File: config.mk
export PLATFORM = sky130hd
export DESIGN_NAME = fbm_ctrl
export DESIGN_NICKNAME = d
export VERILOG_FILES = /design/src/hw/fbm_pkg.sv /design/src/hw/fbm_ctrl.sv /design/src/hw/fbm_sync.sv /design/src/hw/fbm_timer.sv
export SDC_FILE = /design/constraint.sdc
export NUM_CORES = 1
export LEC_CHECK = 0
export BUFFER_PORTS_ARGS = -buffer_cell sky130_fd_sc_hd__buf_2
export CORE_MARGIN = 3
export CORE_UTILIZATION = 35
export DETAILED_ROUTE_END_ITERATION = 12
export HOLD_SLACK_MARGIN = 0.12
export PLACE_DENSITY_LB_ADDON = 0.1
export SYNTH_ARGS = -nofsm -noshare
export SYNTH_HDL_FRONTEND = slang
export SYNTH_HIERARCHICAL = 1
export SYNTH_SLANG_ARGS = --single-unit
File: constraint.sdc
create_clock -name clock_in -period 7.6 [get_ports clock_in]
set_input_delay 0 -clock clock_in [delete_from_list [all_inputs] [get_ports clock_in]]
set_output_delay 0 -clock clock_in [all_outputs]
set_load 0.1 [all_outputs]
File: src/hw/fbm_pkg.sv
// Package: constants, register map and types of the flash bus-mode controller
package fbm_pkg;
  // ----------------------------------------------------------------
  // Clock and pin timing
  // ----------------------------------------------------------------
  localparam int CLK_PERIOD_NS        = 100;  // 10 MHz system clock
  localparam int POWERDOWN_PULSE_MIN_NS = 100;  // Least low time of reset pin
  localparam int WAKEUP_TO_VALID_NS   = 400;  // Release to first valid read
  localparam int WAKEUP_TO_WRITE_NS   = 1000; // Release to first command write
  localparam int READ_ACCESS_NS       = 100;  // Select to data valid
  localparam int WE_LOW_NS            = 100;  // Write strobe width
  localparam int SYNC_STAGES          = 2;    // Pin synchroniser depth
  localparam int PD_CYC    = (POWERDOWN_PULSE_MIN_NS + CLK_PERIOD_NS - 1) / CLK_PERIOD_NS;
  localparam int VALID_CYC = (WAKEUP_TO_VALID_NS + CLK_PERIOD_NS - 1) / CLK_PERIOD_NS;
  localparam int WRITE_CYC = (WAKEUP_TO_WRITE_NS + CLK_PERIOD_NS - 1) / CLK_PERIOD_NS;
  localparam int WAKE_CYC  = (VALID_CYC > WRITE_CYC) ? VALID_CYC : WRITE_CYC;
  localparam int RD_CYC    = (READ_ACCESS_NS + CLK_PERIOD_NS - 1) / CLK_PERIOD_NS
                             + SYNC_STAGES + 1;
  localparam int WE_CYC    = (WE_LOW_NS + CLK_PERIOD_NS - 1) / CLK_PERIOD_NS;
  localparam int SETTLE_CYC = SYNC_STAGES + 2; // Busy line settle before polling
  localparam int TMR_W     = 8;               // Timer width
  // ----------------------------------------------------------------
  // Register map (byte offsets) and fields
  // ----------------------------------------------------------------
  localparam logic [7:0] OFF_CTRL   = 8'h00;
  localparam logic [7:0] OFF_ADDR   = 8'h04;
  localparam logic [7:0] OFF_WDATA  = 8'h08;
  localparam logic [7:0] OFF_STATUS = 8'h0C;
  localparam int CTRL_START  = 0;  // Write 1 starts an operation
  localparam int CTRL_OP_LSB = 1;  // Two-bit operation code
  localparam int CTRL_OVR    = 3;  // Elevated reset level request
  localparam int CTRL_PDHOLD = 4;  // Keep device in power-down
  localparam int ST_BUSY     = 0;  // Controller busy
  localparam int ST_RB       = 1;  // Synchronised ready/busy line
  localparam int ST_DONE     = 2;  // Sticky done, write 1 clears
  localparam int ST_RD_LSB   = 8;  // Last byte read
  localparam logic [31:0] CTRL_RST = 32'h0000_0000;
  // ----------------------------------------------------------------
  // Types
  // ----------------------------------------------------------------
  typedef enum logic [1:0] {
    OP_READ  = 2'h0,
    OP_WRITE = 2'h1,
    OP_CMD   = 2'h2,
    OP_PDOWN = 2'h3
  } fbm_op_e;
  typedef enum logic [7:0] {
    S_IDLE  = 8'h01,
    S_SETUP = 8'h02,
    S_WLOW  = 8'h04,
    S_WHOLD = 8'h08,
    S_READ  = 8'h10,
    S_BUSY  = 8'h20,
    S_PDLOW = 8'h40,
    S_WAKE  = 8'h80
  } fbm_state_e;
endpackage : fbm_pkg

File: src/hw/fbm_ctrl.sv
// Host controller that drives a byte-wide flash over its control pins
//
// Overview of operation
// - Erase, program, lock need two writes
// - Read needs chip-select and output-enable low
// - During read keep write-enable, reset high
// - Write read-mode command before reading
// - Reset low: power-down, minimum pulse, wake wait
// - Wait recovery time before command write
// - Flash reset follows processor reset
// - Host checks status after each operation; the sequencer reads status only after two-write sequences
//
// Chosen here: the APB slave port and the register offsets.
module fbm_ctrl #(
  parameter int ADDR_W = 21
) (
  input  wire logic              clock_in,
  input  wire logic              rstn_in,
  input  wire logic [7:0]        paddr_in,
  input  wire logic              psel_in,
  input  wire logic              penable_in,
  input  wire logic              pwrite_in,
  input  wire logic [31:0]       pwdata_in,
  output logic      [31:0]       prdata_out,
  output logic                   pready_out,
  output logic                   pslverr_out,
  output logic                   chip_select_n_out,
  output logic                   output_enable_n_out,
  output logic                   write_enable_n_out,
  output logic                   reset_powerdown_n_out,
  output logic                   override_high_level_out,
  output logic      [ADDR_W-1:0] address_out,
  input  wire logic [7:0]        data_lines_in,
  output logic      [7:0]        data_lines_out,
  output logic                   data_lines_oe_out,
  input  wire logic              ready_busy_in
);
  // ----------------------------------------------------------------
  // Declarations
  // ----------------------------------------------------------------
  localparam logic [fbm_pkg::TMR_W-1:0] PD_T   = fbm_pkg::TMR_W'(fbm_pkg::PD_CYC);
  localparam logic [fbm_pkg::TMR_W-1:0] WAKE_T = fbm_pkg::TMR_W'(fbm_pkg::WAKE_CYC);
  localparam logic [fbm_pkg::TMR_W-1:0] RD_T   = fbm_pkg::TMR_W'(fbm_pkg::RD_CYC);
  localparam logic [fbm_pkg::TMR_W-1:0] WE_T   = fbm_pkg::TMR_W'(fbm_pkg::WE_CYC);
  localparam logic [fbm_pkg::TMR_W-1:0] SET_T  = fbm_pkg::TMR_W'(fbm_pkg::SETTLE_CYC);

  fbm_pkg::fbm_state_e state_reg, state_next;   // Sequencer state
  logic [31:0]       ctrl_reg,  ctrl_next;     // Control register
  logic [ADDR_W-1:0] addr_reg,  addr_next;     // Target address
  logic [15:0]       wdata_reg, wdata_next;    // First and second byte
  logic [7:0]        rdata_reg, rdata_next;    // Last byte read
  logic              done_reg,  done_next;     // Sticky done flag
  logic              start_reg, start_next;    // Start request
  logic              cmd_reg,   cmd_next;      // Two-write operation
  logic              sec_reg,   sec_next;      // Second write pending
  logic              ce_n_reg,  ce_n_next;     // Pin registers
  logic              oe_n_reg,  oe_n_next;
  logic              we_n_reg,  we_n_next;
  logic              rp_n_reg,  rp_n_next;
  logic              ovr_reg,   ovr_next;
  logic [ADDR_W-1:0] aout_reg,  aout_next;
  logic [7:0]        dout_reg,  dout_next;
  logic              doe_reg,   doe_next;
  logic [31:0]       prdata_reg, prdata_next;  // Bus answer
  logic              pready_reg, pready_next;
  logic              pslverr_reg, pslverr_next;
  logic              tmr_load;                 // Timer load strobe
  logic [fbm_pkg::TMR_W-1:0] tmr_count;        // Timer load value
  logic              tmr_done;                 // Interval elapsed
  logic [7:0]        data_sync;                // Synchronised data lines
  logic              rb_sync;                  // Synchronised ready/busy
  logic              acc_wr;                   // Write taking effect
  logic              hit;                      // Mapped address
  logic [31:0]       rd_mux;                   // Read data mux

  // ----------------------------------------------------------------
  // Pin synchronisers and interval timer
  // ----------------------------------------------------------------
  fbm_sync #(.W(9)) fbm_sync_i (
    .clock_in (clock_in),
    .rstn_in  (rstn_in),
    .async_in ({ready_busy_in, data_lines_in}),
    .sync_out ({rb_sync, data_sync})
  );

  fbm_timer #(.W(fbm_pkg::TMR_W), .RST_CNT(PD_T)) fbm_timer_i (
    .clock_in (clock_in),
    .rstn_in  (rstn_in),
    .load_in  (tmr_load),
    .count_in (tmr_count),
    .done_out (tmr_done)
  );

  // ----------------------------------------------------------------
  // APB slave: one wait-free access phase, pready set in setup
  // ----------------------------------------------------------------
  assign acc_wr = psel_in && penable_in && pready_reg && pwrite_in;
  assign hit    = (paddr_in == fbm_pkg::OFF_CTRL)  || (paddr_in == fbm_pkg::OFF_ADDR) ||
                  (paddr_in == fbm_pkg::OFF_WDATA) || (paddr_in == fbm_pkg::OFF_STATUS);

  // Read mux; reserved bits read zero, but CTRL returns every bit written except start
  always_comb begin
    rd_mux = 32'h0000_0000;
    case (paddr_in)
      fbm_pkg::OFF_CTRL:   rd_mux = ctrl_reg;
      fbm_pkg::OFF_ADDR:   rd_mux = 32'(addr_reg);
      fbm_pkg::OFF_WDATA:  rd_mux = {16'h0000, wdata_reg};
      fbm_pkg::OFF_STATUS: begin
        rd_mux[fbm_pkg::ST_BUSY] = (state_reg != fbm_pkg::S_IDLE) || start_reg;
        rd_mux[fbm_pkg::ST_RB]   = rb_sync;
        rd_mux[fbm_pkg::ST_DONE] = done_reg;
        rd_mux[fbm_pkg::ST_RD_LSB +: 8] = rdata_reg;
      end
      default: rd_mux = 32'h0000_0000;
    endcase
  end

  // Bus answer and register writes
  always_comb begin
    pready_next  = psel_in && !penable_in;
    pslverr_next = psel_in && !penable_in && !hit;
    prdata_next  = (psel_in && !penable_in) ? rd_mux : prdata_reg;
    ctrl_next    = ctrl_reg;
    addr_next    = addr_reg;
    wdata_next   = wdata_reg;
    start_next   = start_reg;
    if (acc_wr) begin
      case (paddr_in)
        fbm_pkg::OFF_CTRL: begin
          ctrl_next = pwdata_in;
          ctrl_next[fbm_pkg::CTRL_START] = 1'b0;
          // Start only when idle; otherwise the request is dropped
          if (pwdata_in[fbm_pkg::CTRL_START] && state_reg == fbm_pkg::S_IDLE) begin
            start_next = 1'b1;
          end
        end
        fbm_pkg::OFF_ADDR:  addr_next  = pwdata_in[ADDR_W-1:0];
        fbm_pkg::OFF_WDATA: wdata_next = pwdata_in[15:0];
        default: ;
      endcase
    end
    if (state_reg == fbm_pkg::S_IDLE && start_reg) begin
      start_next = 1'b0;
    end
  end

  // ----------------------------------------------------------------
  // Pin sequencer
  // ----------------------------------------------------------------
  always_comb begin
    state_next = state_reg;
    ce_n_next  = ce_n_reg;
    oe_n_next  = oe_n_reg;
    we_n_next  = we_n_reg;
    rp_n_next  = rp_n_reg;
    ovr_next   = ovr_reg;
    aout_next  = aout_reg;
    dout_next  = dout_reg;
    doe_next   = doe_reg;
    rdata_next = rdata_reg;
    cmd_next   = cmd_reg;
    sec_next   = sec_reg;
    done_next  = done_reg;
    tmr_load   = 1'b0;
    tmr_count  = RD_T;
    // Software clears done by writing one; a new completion wins
    if (acc_wr && paddr_in == fbm_pkg::OFF_STATUS && pwdata_in[fbm_pkg::ST_DONE]) begin
      done_next = 1'b0;
    end
    case (state_reg)
      fbm_pkg::S_IDLE: begin
        // Elevated level only changes between operations
        ovr_next = ctrl_reg[fbm_pkg::CTRL_OVR] && rp_n_reg;
        if (start_reg) begin
          aout_next = addr_reg;
          case (fbm_pkg::fbm_op_e'(ctrl_reg[fbm_pkg::CTRL_OP_LSB +: 2]))
            fbm_pkg::OP_READ: begin
              // Select and enable outputs together, write strobe high
              ce_n_next  = 1'b0;
              oe_n_next  = 1'b0;
              tmr_load   = 1'b1;
              tmr_count  = RD_T;
              state_next = fbm_pkg::S_READ;
            end
            fbm_pkg::OP_PDOWN: begin
              // Drop reset pin with the bus idle
              rp_n_next  = 1'b0;
              ovr_next   = 1'b0;
              tmr_load   = 1'b1;
              tmr_count  = PD_T;
              state_next = fbm_pkg::S_PDLOW;
            end
            default: begin
              // Single write (read-mode command) or two-write sequence
              cmd_next   = (ctrl_reg[fbm_pkg::CTRL_OP_LSB +: 2] == fbm_pkg::OP_CMD);
              sec_next   = (ctrl_reg[fbm_pkg::CTRL_OP_LSB +: 2] == fbm_pkg::OP_CMD);
              dout_next  = wdata_reg[7:0];
              doe_next   = 1'b1;
              ce_n_next  = 1'b0;
              state_next = fbm_pkg::S_SETUP;
            end
          endcase
        end
      end
      fbm_pkg::S_SETUP: begin
        // Address and data settled, strobe low
        we_n_next  = 1'b0;
        tmr_load   = 1'b1;
        tmr_count  = WE_T;
        state_next = fbm_pkg::S_WLOW;
      end
      fbm_pkg::S_WLOW: begin
        if (tmr_done) begin
          // Write strobe rises first, so it is the latching edge
          we_n_next  = 1'b1;
          state_next = fbm_pkg::S_WHOLD;
        end
      end
      fbm_pkg::S_WHOLD: begin
        ce_n_next = 1'b1;
        if (sec_reg) begin
          // Second cycle of the command sequence
          sec_next   = 1'b0;
          dout_next  = wdata_reg[15:8];
          ce_n_next  = 1'b0;
          state_next = fbm_pkg::S_SETUP;
        end else if (cmd_reg) begin
          doe_next   = 1'b0;
          tmr_load   = 1'b1;
          tmr_count  = SET_T;
          state_next = fbm_pkg::S_BUSY;
        end else begin
          doe_next   = 1'b0;
          done_next  = 1'b1;
          state_next = fbm_pkg::S_IDLE;
        end
      end
      fbm_pkg::S_BUSY: begin
        // Wait for ready, then read the status byte the device presents
        if (tmr_done && rb_sync) begin
          ce_n_next  = 1'b0;
          oe_n_next  = 1'b0;
          tmr_load   = 1'b1;
          tmr_count  = RD_T;
          state_next = fbm_pkg::S_READ;
        end
      end
      fbm_pkg::S_READ: begin
        if (tmr_done) begin
          rdata_next = data_sync;
          ce_n_next  = 1'b1;
          oe_n_next  = 1'b1;
          cmd_next   = 1'b0;
          done_next  = 1'b1;
          state_next = fbm_pkg::S_IDLE;
        end
      end
      fbm_pkg::S_PDLOW: begin
        // Least pulse met and no hold requested
        if (tmr_done && !ctrl_reg[fbm_pkg::CTRL_PDHOLD]) begin
          rp_n_next  = 1'b1;
          tmr_load   = 1'b1;
          tmr_count  = WAKE_T;
          state_next = fbm_pkg::S_WAKE;
        end
      end
      fbm_pkg::S_WAKE: begin
        // Recovery before any read or command write
        if (tmr_done) begin
          done_next  = 1'b1;
          state_next = fbm_pkg::S_IDLE;
        end
      end
      default: state_next = fbm_pkg::S_IDLE;
    endcase
  end

  // Registers; reset holds the flash in power-down with the system
  always_ff @(posedge clock_in or negedge rstn_in) begin
    if (!rstn_in) begin
      state_reg   <= fbm_pkg::S_PDLOW;
      ctrl_reg    <= fbm_pkg::CTRL_RST;
      addr_reg    <= '0;
      wdata_reg   <= 16'h0000;
      rdata_reg   <= 8'h00;
      done_reg    <= 1'b0;
      start_reg   <= 1'b0;
      cmd_reg     <= 1'b0;
      sec_reg     <= 1'b0;
      ce_n_reg    <= 1'b1;
      oe_n_reg    <= 1'b1;
      we_n_reg    <= 1'b1;
      rp_n_reg    <= 1'b0;
      ovr_reg     <= 1'b0;
      aout_reg    <= '0;
      dout_reg    <= 8'h00;
      doe_reg     <= 1'b0;
      prdata_reg  <= 32'h0000_0000;
      pready_reg  <= 1'b0;
      pslverr_reg <= 1'b0;
    end else begin
      state_reg   <= state_next;
      ctrl_reg    <= ctrl_next;
      addr_reg    <= addr_next;
      wdata_reg   <= wdata_next;
      rdata_reg   <= rdata_next;
      done_reg    <= done_next;
      start_reg   <= start_next;
      cmd_reg     <= cmd_next;
      sec_reg     <= sec_next;
      ce_n_reg    <= ce_n_next;
      oe_n_reg    <= oe_n_next;
      we_n_reg    <= we_n_next;
      rp_n_reg    <= rp_n_next;
      ovr_reg     <= ovr_next;
      aout_reg    <= aout_next;
      dout_reg    <= dout_next;
      doe_reg     <= doe_next;
      prdata_reg  <= prdata_next;
      pready_reg  <= pready_next;
      pslverr_reg <= pslverr_next;
    end
  end

  assign prdata_out              = prdata_reg;
  assign pready_out              = pready_reg;
  assign pslverr_out             = pslverr_reg;
  assign chip_select_n_out       = ce_n_reg;
  assign output_enable_n_out     = oe_n_reg;
  assign write_enable_n_out      = we_n_reg;
  assign reset_powerdown_n_out   = rp_n_reg;
  assign override_high_level_out = ovr_reg;
  assign address_out             = aout_reg;
  assign data_lines_out          = dout_reg;
  assign data_lines_oe_out       = doe_reg;

  // ----------------------------------------------------------------
  // Checks
  // ----------------------------------------------------------------
  logic [7:0] lo_cnt;   // Cycles reset pin low
  logic [7:0] hi_cnt;   // Cycles since reset pin rose
  logic [1:0] we_cnt;   // Strobes in current operation

  // Helper counters for the checks
  always_ff @(posedge clock_in or negedge rstn_in) begin
    if (!rstn_in) begin
      lo_cnt <= 8'h00;
      hi_cnt <= 8'h00;
      we_cnt <= 2'h0;
    end else begin
      lo_cnt <= rp_n_reg ? 8'h00 : ((lo_cnt == 8'hFF) ? lo_cnt : lo_cnt + 8'h01);
      hi_cnt <= !rp_n_reg ? 8'h00 : ((hi_cnt == 8'hFF) ? hi_cnt : hi_cnt + 8'h01);
      if (state_reg == fbm_pkg::S_IDLE) begin
        we_cnt <= 2'h0;
      end else if (we_n_reg && !we_n_next) begin
        we_cnt <= we_cnt + 2'h1;
      end
    end
  end

  a_pd_pulse_len: assert property (@(posedge clock_in) disable iff (!rstn_in)
    $rose(rp_n_reg) |-> $past(lo_cnt) >= 8'(fbm_pkg::PD_CYC))
    else $error("reset pin low pulse too short");
  a_wake_to_write: assert property (@(posedge clock_in) disable iff (!rstn_in)
    $fell(we_n_reg) |-> hi_cnt >= 8'(fbm_pkg::WRITE_CYC))
    else $error("write before recovery time");
  a_wake_to_read: assert property (@(posedge clock_in) disable iff (!rstn_in)
    $fell(oe_n_reg) |-> hi_cnt >= 8'(fbm_pkg::VALID_CYC))
    else $error("read before wake-up time");
  a_read_pins_high: assert property (@(posedge clock_in) disable iff (!rstn_in)
    !oe_n_reg |-> we_n_reg && rp_n_reg)
    else $error("read with write strobe or reset low");
  a_read_select: assert property (@(posedge clock_in) disable iff (!rstn_in)
    (state_reg == fbm_pkg::S_READ) && tmr_done |-> !ce_n_reg && !oe_n_reg && !doe_reg)
    else $error("read sampled without select and enable");
  a_two_writes: assert property (@(posedge clock_in) disable iff (!rstn_in)
    $rose(state_reg == fbm_pkg::S_BUSY) |-> we_cnt == 2'h2)
    else $error("command sequence without two writes");
  a_status_poll: assert property (@(posedge clock_in) disable iff (!rstn_in)
    (state_reg == fbm_pkg::S_BUSY) && tmr_done && rb_sync
      |=> (state_reg == fbm_pkg::S_READ) && !oe_n_reg ##5 done_reg)
    else $error("status not read after operation");
  a_strobe_order: assert property (@(posedge clock_in) disable iff (!rstn_in)
    $rose(ce_n_reg) |-> $past(we_n_reg) && we_n_reg)
    else $error("select rose before write strobe");
  a_pd_quiet: assert property (@(posedge clock_in) disable iff (!rstn_in)
    !rp_n_reg |-> ce_n_reg && oe_n_reg && we_n_reg && !doe_reg && !ovr_reg)
    else $error("bus active during power-down");
endmodule : fbm_ctrl

File: src/hw/fbm_sync.sv
// Two flip-flop synchroniser for pin inputs
module fbm_sync #(
  parameter int W = 1
) (
  input  wire logic         clock_in,
  input  wire logic         rstn_in,
  input  wire logic [W-1:0] async_in,
  output logic      [W-1:0] sync_out
);
  logic [W-1:0] meta_reg; // First stage, read only by second

  // Two stages, reset to zero
  always_ff @(posedge clock_in or negedge rstn_in) begin
    if (!rstn_in) begin
      meta_reg <= '0;
      sync_out <= '0;
    end else begin
      meta_reg <= async_in;
      sync_out <= meta_reg;
    end
  end
endmodule : fbm_sync

File: src/hw/fbm_timer.sv
// Loadable down counter used for pin timing intervals
module fbm_timer #(
  parameter int W = 8,
  parameter logic [W-1:0] RST_CNT = '0
) (
  input  wire logic         clock_in,
  input  wire logic         rstn_in,
  input  wire logic         load_in,
  input  wire logic [W-1:0] count_in,
  output logic              done_out
);
  logic [W-1:0] cnt_reg;  // Remaining cycles
  logic [W-1:0] cnt_next; // Next count

  // Load wins, else count down to zero
  always_comb begin
    cnt_next = cnt_reg;
    if (load_in) begin
      cnt_next = count_in;
    end else if (cnt_reg != '0) begin
      cnt_next = cnt_reg - W'(1);
    end
  end

  // Count register
  always_ff @(posedge clock_in or negedge rstn_in) begin
    if (!rstn_in) begin
      cnt_reg <= RST_CNT;
    end else begin
      cnt_reg <= cnt_next;
    end
  end

  assign done_out = (cnt_reg == '0);
endmodule : fbm_timer

Yosys cells after proc, flatten, opt, wreduce, memory -nomap -nowiden
Index checks and enable logic that the tools add are counted.
{"block": "word_totals", "ff_bits": 183, "out_inout_bits": 69}
{"block": "op_classes", "n_reduce_logical": 50, "n_eq_ne": 26, "muxes": 64, "n_addsub": 1}
{"cell": "$mux 8", "n": 10}
{"cell": "$pmux 8 s7", "n": 1}
{"cell": "$mux 1", "n": 32}
{"cell": "$pmux 16 s2", "n": 1}
{"cell": "$pmux 8 s4", "n": 1}
{"cell": "$eq 8x4->1 const B", "n": 3}
{"cell": "$ne 2x2->1 const B", "n": 9}
{"cell": "$eq 8x3->1 const B", "n": 2}
{"cell": "$logic_not 8->1", "n": 2}
{"cell": "$pmux 8 s2", "n": 1}
{"cell": "$reduce_and 4->1", "n": 4}
{"cell": "$reduce_bool 2->1", "n": 8}
{"cell": "$pmux 5 s3", "n": 1}
{"cell": "$reduce_and 5->1", "n": 3}
{"cell": "$pmux 7 s2", "n": 1}
{"cell": "$logic_and 1x1->1", "n": 12}
{"cell": "$mux 6", "n": 2}
{"cell": "$pmux 1 s2", "n": 6}
{"cell": "$pmux 3 s4", "n": 1}
{"cell": "$pmux 4 s3", "n": 1}
{"cell": "$reduce_and 2->1", "n": 6}
{"cell": "$eq 8x1->1 const B", "n": 1}
{"cell": "$eq 8x2->1 const B", "n": 1}
{"cell": "$eq 8x5->1 const B", "n": 1}
{"cell": "other kinds (20)", "n": 31}

Depth between registers and ports, before layout
Gate-level depths: netlist of the first run.
{"block": "logic_depth", "word_depth": 9, "depth_mapped": 10, "mapped_depth_nobuf": 9}

Cells and area by module
The synthesis of the first run kept the hierarchy.
{"mod": "fbm_ctrl", "cells_each": 519, "instances": 1, "area_each_um2": 6919.1}
{"mod": "fbm_timer", "cells_each": 54, "instances": 1, "area_each_um2": 478.0}
{"mod": "fbm_sync", "cells_each": 18, "instances": 1, "area_each_um2": 450.4}

Worst setup path after synthesis of the first run
No wires, ideal clock.
{"block": "synth_timing", "path_kind": "flip-flop to flip-flop", "start": "register fbm_timer_i.cnt_reg[1]", "end": "register state_reg[7]", "stages_incl_launch_ff": 11, "arrival_time_ns": 2.332, "path_slack_ns": 5.150, "n_path_buf": 1, "setup_ns": 0.118, "path_cell_list": "dfrtp_1 -> inv_1 -> ha_1 -> or3b_1 -> clkbuf_2 -> nor2_1 -> inv_1 -> a41oi_1 -> nor4b_2 -> a21o_2 -> a21o_1"}
{"block": "synth_via", "elab_chain_cells": 4, "word_cells_on_any_way": 8, "cone_classes": "4 x eq/ne; 4 x reduce/logical"}
{"item": "start, declared", "line_no": "fbm_timer.sv:12", "rtl": "logic [W-1:0] cnt_reg;"}
{"item": "start signal, assigned", "line_no": "fbm_timer.sv:30", "rtl": "cnt_reg <= cnt_next;"}
{"item": "$logic_not 8->1 (*)", "line_no": "fbm_timer.sv:34", "rtl": "assign done_out = (cnt_reg == '0);"}
{"item": "via tmr_done", "line_no": "fbm_ctrl.sv:69", "rtl": "logic tmr_done;"}
{"item": "$logic_and 1x1->1, on equally long branches", "line_no": "fbm_ctrl.sv:260, fbm_ctrl.sv:240"}
{"item": "$ne 2x2->1 (no source line)"}
{"item": "$reduce_and 5->1 (no source line) (*)"}
{"item": "end signal, assigned", "line_no": "fbm_ctrl.sv:281", "rtl": "state_reg <= fbm_pkg::S_PDLOW;"}
{"item": "end signal, assigned", "line_no": "fbm_ctrl.sv:302", "rtl": "state_reg <= state_next;"}
{"item": "end, declared", "line_no": "fbm_ctrl.sv:47", "rtl": "fbm_pkg::fbm_state_e state_reg, state_next;"}
Mark *: on every way through the listed nets, which the timed path passes. The rest lies on a longest branch.
A chain may end at the register's enable or synchronous reset.

Worst setup path after layout of the first run
Same ends and word-level chain as after synthesis.

==> metrics.md, run 1 <==
| Metric | Value |
|---|---|
| Status | finished, final reports clean |
| Slew margin rel. | 20.1% |
| Initial antenna violation count | 0 |
| CP Class | register to register |
| CTS max path bufs | 2 |
| Total core area | 22000 um^2 |
| Post-CTS Repair Setup Buffers | 0 |
| Vias | between 5000 and 6000 |
| IO Port Bufs | 122 |
| GR Overflow Total | 0 |
| RSZ-0062 raised after global routing | no |
| Syn Area/Cell | 13.3 um^2 |
| Max FFs per register | 32 |
| Flop pwr share | approximately 46% |
| Drt total wl | 20.3 mm |
| Cell Area, Synth | 7850 um^2 |
| Ant. Diodes | 0 |
| CP Cell Sequence | inv_1 -> ha_1 -> or3b_1 -> nor2_1 -> inv_1 -> a41oi_1 -> nor4b_2 -> a21o_2 -> a21o_1 |
| Max VDD drop | 0.128 mV |
| Worst-path maximum fanout | 8 |
| Final Hold Viols | 0 |
| Most frequent cells in the layout | 178 x dfrtp_1, 121 x buf_2, 50 x mux2_2 |
| Switching Share | 30.4% |
| Primary FF master, synth | dfrtp_1 |
| Clock share of power | 38.2% |
| CTS tree | built |
| Pleak | 4.93 nW |
| Max Fclk | 347 MHz |
| ANT nets after route | 0 |
| Dominant cell type by area after synthesis | dfrtp_1 |
| Drc violations | 0 |
| Drt pass-1 iters | 4 |
| Pin count of the biggest net entering global routing | 88 |
| Slowest cell on the critical path | nor2_1 |
| YS warnings | 6 |
| Num CTS Buffers | 17 |
| Worst EP arrival | 3.20 ns |
| Dpl hpwl | 13.7 mm |
| DRT iter0 DRCs | 309 |
| Required time of the worst setup path | 7.92 ns |
| Slowest cell delay on critical path | 0.56 ns |
| Initial Util | 35.7% |
| Area Overhead vs Synth | 24.0% |
| Final WS setup | 4.72 ns |
| Post-synthesis instance total | 591 |
| Logic pwr share | 15.6% |
| Setup violators final | 0 |
| Die Area | 24300 um^2 |
| Final net count | 814 |
| Root buf cell | clkbuf_16 |
| Share of the synthesized area in the top cell type | 56.8% |
| Cell mode on critical path | inv_1 |
| Multi-input logic area | 3030 um^2 |
| Sw power | slightly above 0.7 mW |
| Setup TNS | 0 ns |
| # IOs | 123 |
| Clk sinks | 183 |
| Final RePlAce weighted congestion | roughly 0.87 |
| First-pass GRT wire length | 32.6 mm |
| Critical path capture point type | register |
| Die height | between 150 and 200 um |
| Clock-pin slew on the worst setup and hold paths | 0.07 ns |
| Wire per inst | 19.4 um |
| Num rows | 54 |
| Pre-CTS setup slack | 4.74 ns |
| Post-synthesis async set-or-reset flop share | 100% |
| Flops & latches, synth | between 150 and 200 |
| Worst hold-check path type | input port to asynchronous set/reset pin |
| Fin crit period | about 2.9 ns |
| Post-synthesis cell type count | 69 |
| Critical Path Start Type | register |
| Internal cell power | 1.64 mW |
| Layout cell share with drive strength beyond 1 | 35.8% |
| Seq/Total Area, Yosys | slightly below 60% |
| Total track usage | 17.3% |
| Fillers | 2052 |
| Die width | between 150 and 200 um |
| Number of flops mapped to enable cells by yosys | 0 |
| Min Hold Slack | around 0.16 ns |
| Final Cycle Share | 37.9% |
| Pins Over Slew Limit | 0 |
| Power per Cell Area | 241 nW/um^2 |
| Commonest non-fill, non-tap cell in the layout | dfrtp_1 |
| Clk_lat worst skew | 0.43 ns |
| Storage cell area | ~4600 um^2 |
| Max Cap Violations | 0 |
| Number of global-route vias before repair | 5573 |
| Clock skew | ~0.010 ns |
| Synth area leaders | dfrtp_1 57%, mux2_2 7.2%, mux2_4 5.5% |
| Slew @ Worst Pin | 1.19 ns |
| Routed vias/inst | 5.11 |
| H-tree depth | 4 |
[kinds of logic (layout without fill, tap and decap cells)]
group | Yosys count | after routing | synth area share (%)
other | 1 | 4 | 0.0478
buffers and inverters | 46 | 221 | 3.25
XOR/XNOR | 4 | 4 | 0.447
adder cells (fa/ha/maj) | 4 | 4 | 0.638
multiplexers | 111 | 111 | 18.7
flip-flops | 183 | 183 | 58.4
AO/OA/AOI/OAI | 89 | 89 | 8.63
AND/OR/NAND/NOR | 153 | 153 | 9.90
[cell type report]
| cell class | instances | area share, % |
|---|---|---|
| Multi-Input combinational cell | 365 | 31.1 |
| Clock inverter | 14 | 1.61 |
| Inverter | 17 | 0.656 |
| Clock buffer | 18 | 4.51 |
| Tap cell | 280 | 3.60 |
| Sequential cell | 183 | 47.1 |
| Timing Repair Buffer | 172 | 11.4 |
[Yosys cell counts (all sizes together) (5+ instances only)]
master / number
dfrtp: 178
a22o: 17
mux2: 95
nor3: 11
or2: 8
inv: 16
o21ai: 20
nand2: 50
a221oi: 7
clkbuf: 10
mux2i: 6
a21oi: 6
o221a: 8
nand3: 22
dfstp: 5
mux4: 10
nor2: 29
o31ai: 6
buf: 18
nor4: 5
[stage by stage]
step | instance area (um^2) | power (mW) | cells | utilization, %
6_report | 9730 | 2.35 | 1049 | 44.3
5_1_grt | 9730 | 2.46 | 1049 | 44.3
4_1_cts | 9730 | 2.38 | 1049 | 44.3
3_5_place_dp | 8690 | 1.45 | 972 | 39.6
3_3_place_gp | 8690 | 1.45 | 972 | 39.6
2_1_floorplan | 7860 | 1.34 | 594 | -
[worst max-delay path: cells and delay by family, from the launching register on]
| family | cells | cell delay, ns |
|---|---|---|
| flops | 1 | 0.42 |
| compound gates | 3 | 0.71 |
| simple gates | 3 | 1.13 |
| fa+ha+maj | 1 | 0.22 |
| buf+inv | 2 | 0.30 |
[metal layers]
| metal | up-vias | track usage (%) | share of wire, % |
|---|---|---|---|
| li1 | 2473 | - | - |
| met1 | 2703 | 24.1 | 47 |
| met2 | 162 | 27.8 | 48 |
| met3 | 22 | 3.80 | 4.0 |
| met4 | 0 | 4.21 | 1.5 |
| met5 | - | 0 | 0 |
[power groups by stage]
stage | clock network (mW) | registers, mW | logic (mW)
2_1_floorplan | 0 | 1.15 | 0.189
3_3_place_gp | 0 | 1.10 | 0.350
3_5_place_dp | 0 | 1.10 | 0.350
4_1_cts | 0.926 | 1.08 | 0.369
5_1_grt | 0.969 | 1.09 | 0.401
6_report | 0.897 | 1.08 | 0.367
[repair_timing]
action | in CTS | in global routing
endpoints found under the hold margin | 165 | 0
hold buffers | 45 | 0
gates resized for setup | 0 | 0
[worst paths after layout]
kind,startpoint,to,slack (ns),cells after the start
max,fbm_timer_i/cnt_reg[1],state_reg[7],4.72,9
min,rstn_in,fbm_timer_i/cnt_reg[6],0.16,2
max reg2reg,fbm_timer_i/cnt_reg[1],state_reg[7],4.72,9
min in group clock_in,psel_in,pslverr_out,0.17,4
min reg2reg,fbm_sync_i/meta_reg[3],fbm_sync_i/sync_out[3],0.35,0
max in group asynchronous,rstn_in,address_out[19],6.24,3
Power figures use the tool's default switching activity.
==> run 2: changes to the inputs <==
==> constraint.sdc (replaced) <==
create_clock -name clock_in -period 2.6 [get_ports clock_in]
set_input_delay 0 -clock clock_in [delete_from_list [all_inputs] [get_ports clock_in]]
set_output_delay 0 -clock clock_in [all_outputs]
set_load 0.1 [all_outputs]
==> run 2 against run 1 <==
- via count is 2.1% higher
- final cell count is 1.9% higher
- die area stayed put
- core utilization is 0.82 points higher
- maximum frequency is 21% higher
- critical path depth stayed put
- non-clock buffer count is 19 higher
- clock skew is 0.0038 ns lower
- first-iteration DRC count is 12% higher
- critical path type unchanged
- critical endpoint unchanged
- largest power group unchanged
==> metrics.md, run 2 (same netlist as run 1, synthesis figures left out) <==
| Metric | Value |
|---|---|
| Status | finished, final reports clean |
| Cell family with most CP delay | simple AND/OR/NAND/NOR gates |
| Num rows | between 50 and 60 |
| Pin count of the biggest net entering global routing | 69 |
| DRT iter0 DRCs | roughly 350 |
| Fin crit period | 2.38 ns |
| Pleak | 5.05 nW |
| Total track usage | 17.1% |
| Slew @ Worst Pin | 0.667 ns |
| CP Depth | 9 |
| CTS max path bufs | 2 |
| Max VDD drop | 0.409 mV |
| Final Hold Viols | 0 |
| RSZ-0062 raised after global routing | no |
| Most frequent cells in the layout | 178 x dfrtp_1, 121 x buf_2, 50 x mux2_2 |
| Commonest non-fill, non-tap cell in the layout | dfrtp_1 |
| Critical path capture point type | register |
| GR Overflow Total | 0 |
| Worst-path maximum fanout | 7 |
| Slowest cell on the critical path | or3b_1 |
| Clock-pin slew on the worst setup and hold paths | 0.07 ns |
| Setup crit end | state_reg[7] |
| Total chip power | 6.90 mW |
| CP Class | register to register |
| Dpl hpwl | 13.9 mm |
| Required time of the worst setup path | 2.91 ns |
| Max Cap Violations | 0 |
| Pre-CTS setup slack | 0.206 ns |
| IO Port Bufs | 122 |
| Clk sinks | around 180 |
| Reg2reg setup slack | roughly 0.22 ns |
| Critical Path Start Type | register |
| CP Cell Sequence | inv_1 -> ha_1 -> or3b_1 -> nor2_2 -> inv_1 -> a41oi_1 -> nor4b_2 -> a21o_2 -> a21o_1 |
| Total core area | 22000 um^2 |
| ANT nets after route | 0 |
| Initial antenna violation count | 1 |
| Min Hold Slack | ~0.14 ns |
| H-tree depth | 4 |
| Setup TNS | 0 ns |
| Clk_lat worst skew | 0.42 ns |
| Vias | around 5500 |
| Die Area | 24300 um^2 |
| Layout cell share with drive strength beyond 1 | 37.1% |
| Power per Cell Area | 696 nW/um^2 |
| Max Fclk | 421 MHz |
| Area Overhead vs Synth | 26.3% |
| Pins Over Slew Limit | 0 |
| Drt total wl | 20.1 mm |
| Number of global-route vias before repair | approximately 5700 |
| Clock skew | roughly 0.0066 ns |
| Final Cycle Share | 91.4% |
| Initial Util | 35.7% |
| # IOs | 123 |
| Worst flop-to-flop path startpoint | fbm_timer_i/cnt_reg[1] |
| Root buf cell | clkbuf_16 |
| Final RePlAce weighted congestion | 0.880 |
| Drt pass-1 iters | 7 |
| Die width | approximately 160 um |
| Slew margin rel. | 55.1% |
| Die height | approximately 160 um |
| First-pass GRT wire length | about 32 mm |
| Routed vias/inst | 5.12 |
| Wire per inst | 18.8 um |
| Worst EP arrival | ~2.7 ns |
| CTS tree | built |
| Worst hold-check path type | input port to asynchronous set/reset pin |
| Final net count | 833 |
| Path depth of the worst reg2reg path | 9 |
| Worst setup path start | fbm_timer_i/cnt_reg[1] |
| Cell mode on critical path | inv_1 |
| Setup violators final | 0 |
| R2r endpoint | state_reg[7] |
| Final WS setup | 0.223 ns |
| Max FFs per register | 32 |
| Slowest cell delay on critical path | 0.48 ns |
| Fillers | roughly 2000 |
| Num CTS Buffers | 17 |
| Crit path buffers/inverters | 2 |
| Drc violations | 0 |
## run 2: how the worst min path moves through the flow
stage	endpoint	cells after the start	from	slack [ns]
after floorplan	addr_reg[0]	0	rstn_in	-0.30
after global placement	state_reg[3]	1	rstn_in	0.05
after detailed placement	state_reg[3]	1	rstn_in	0.05
after CTS	prdata_out[30]	5	penable_in	0.14
after global routing	fbm_sync_i/meta_reg[8]	2	ready_busy_in	0.20
final	state_reg[0]	2	rstn_in	0.14
## run 2: what timing repair did
action | CTS | global route
hold buffers | 47 | 0
setup buffers | 0 | 0
endpoints found under the hold margin | 218 | 0
setup endpoints to repair | 0 | 4
resized for setup | 0 | 1
## run 2: area by class of cell
| class | instances | area (um^2) | share of cell area, % |
|---|---|---|---|
| clock buffer | 19 | 443 | 4.47 |
| multi-input combinational | 365 | 3030 | 30.6 |
| tap | 280 | 350 | 3.53 |
| antenna | 1 | 2.50 | 0.0252 |
| timing repair buffer | 191 | 1280 | 12.9 |
| sequential | 183 | 4590 | 46.3 |
| clock inverter | 13 | 160 | 1.62 |
| inverter | 17 | 63.8 | 0.644 |
## run 2: through the flow
step / utilization (%) / area (um^2) / std cells
floorplan: - / 7860 / 594
global placement: 40.2 / 8840 / 989
detailed placement: 40.2 / 8840 / 989
CTS: 45.1 / 9910 / 1068
global route: 45.2 / 9910 / 1069
finish: 45.2 / 9910 / 1069
## run 2: worst reg2reg max path, stage by stage (launching register included)
cell     delay (ns)
dfrtp_1        0.42
inv_1          0.07
ha_1           0.21
or3b_1         0.48
nor2_2         0.22
inv_1          0.12
a41oi_1        0.24
nor4b_2        0.10
a21o_2         0.25
a21o_1         0.18
## run 2: power by group
part           leakage, nW  total (mW)  internal [mW]  switching [mW]
Clock                0.298        2.65           1.48            1.17
Combinational         2.30        1.09          0.396           0.695
Sequential            2.45        3.16           3.01           0.154
## run 2: layer usage
metal	vias to the layer above	global-route usage (%)	wire length (um)	part of all wire (%)
met5	-	0	0	0
met1	2783	23.6	9130	45
li1	2515	-	-	-
met2	150	27.3	9650	48
met3	26	3.44	941	4.7
met4	0	5.34	355	1.8
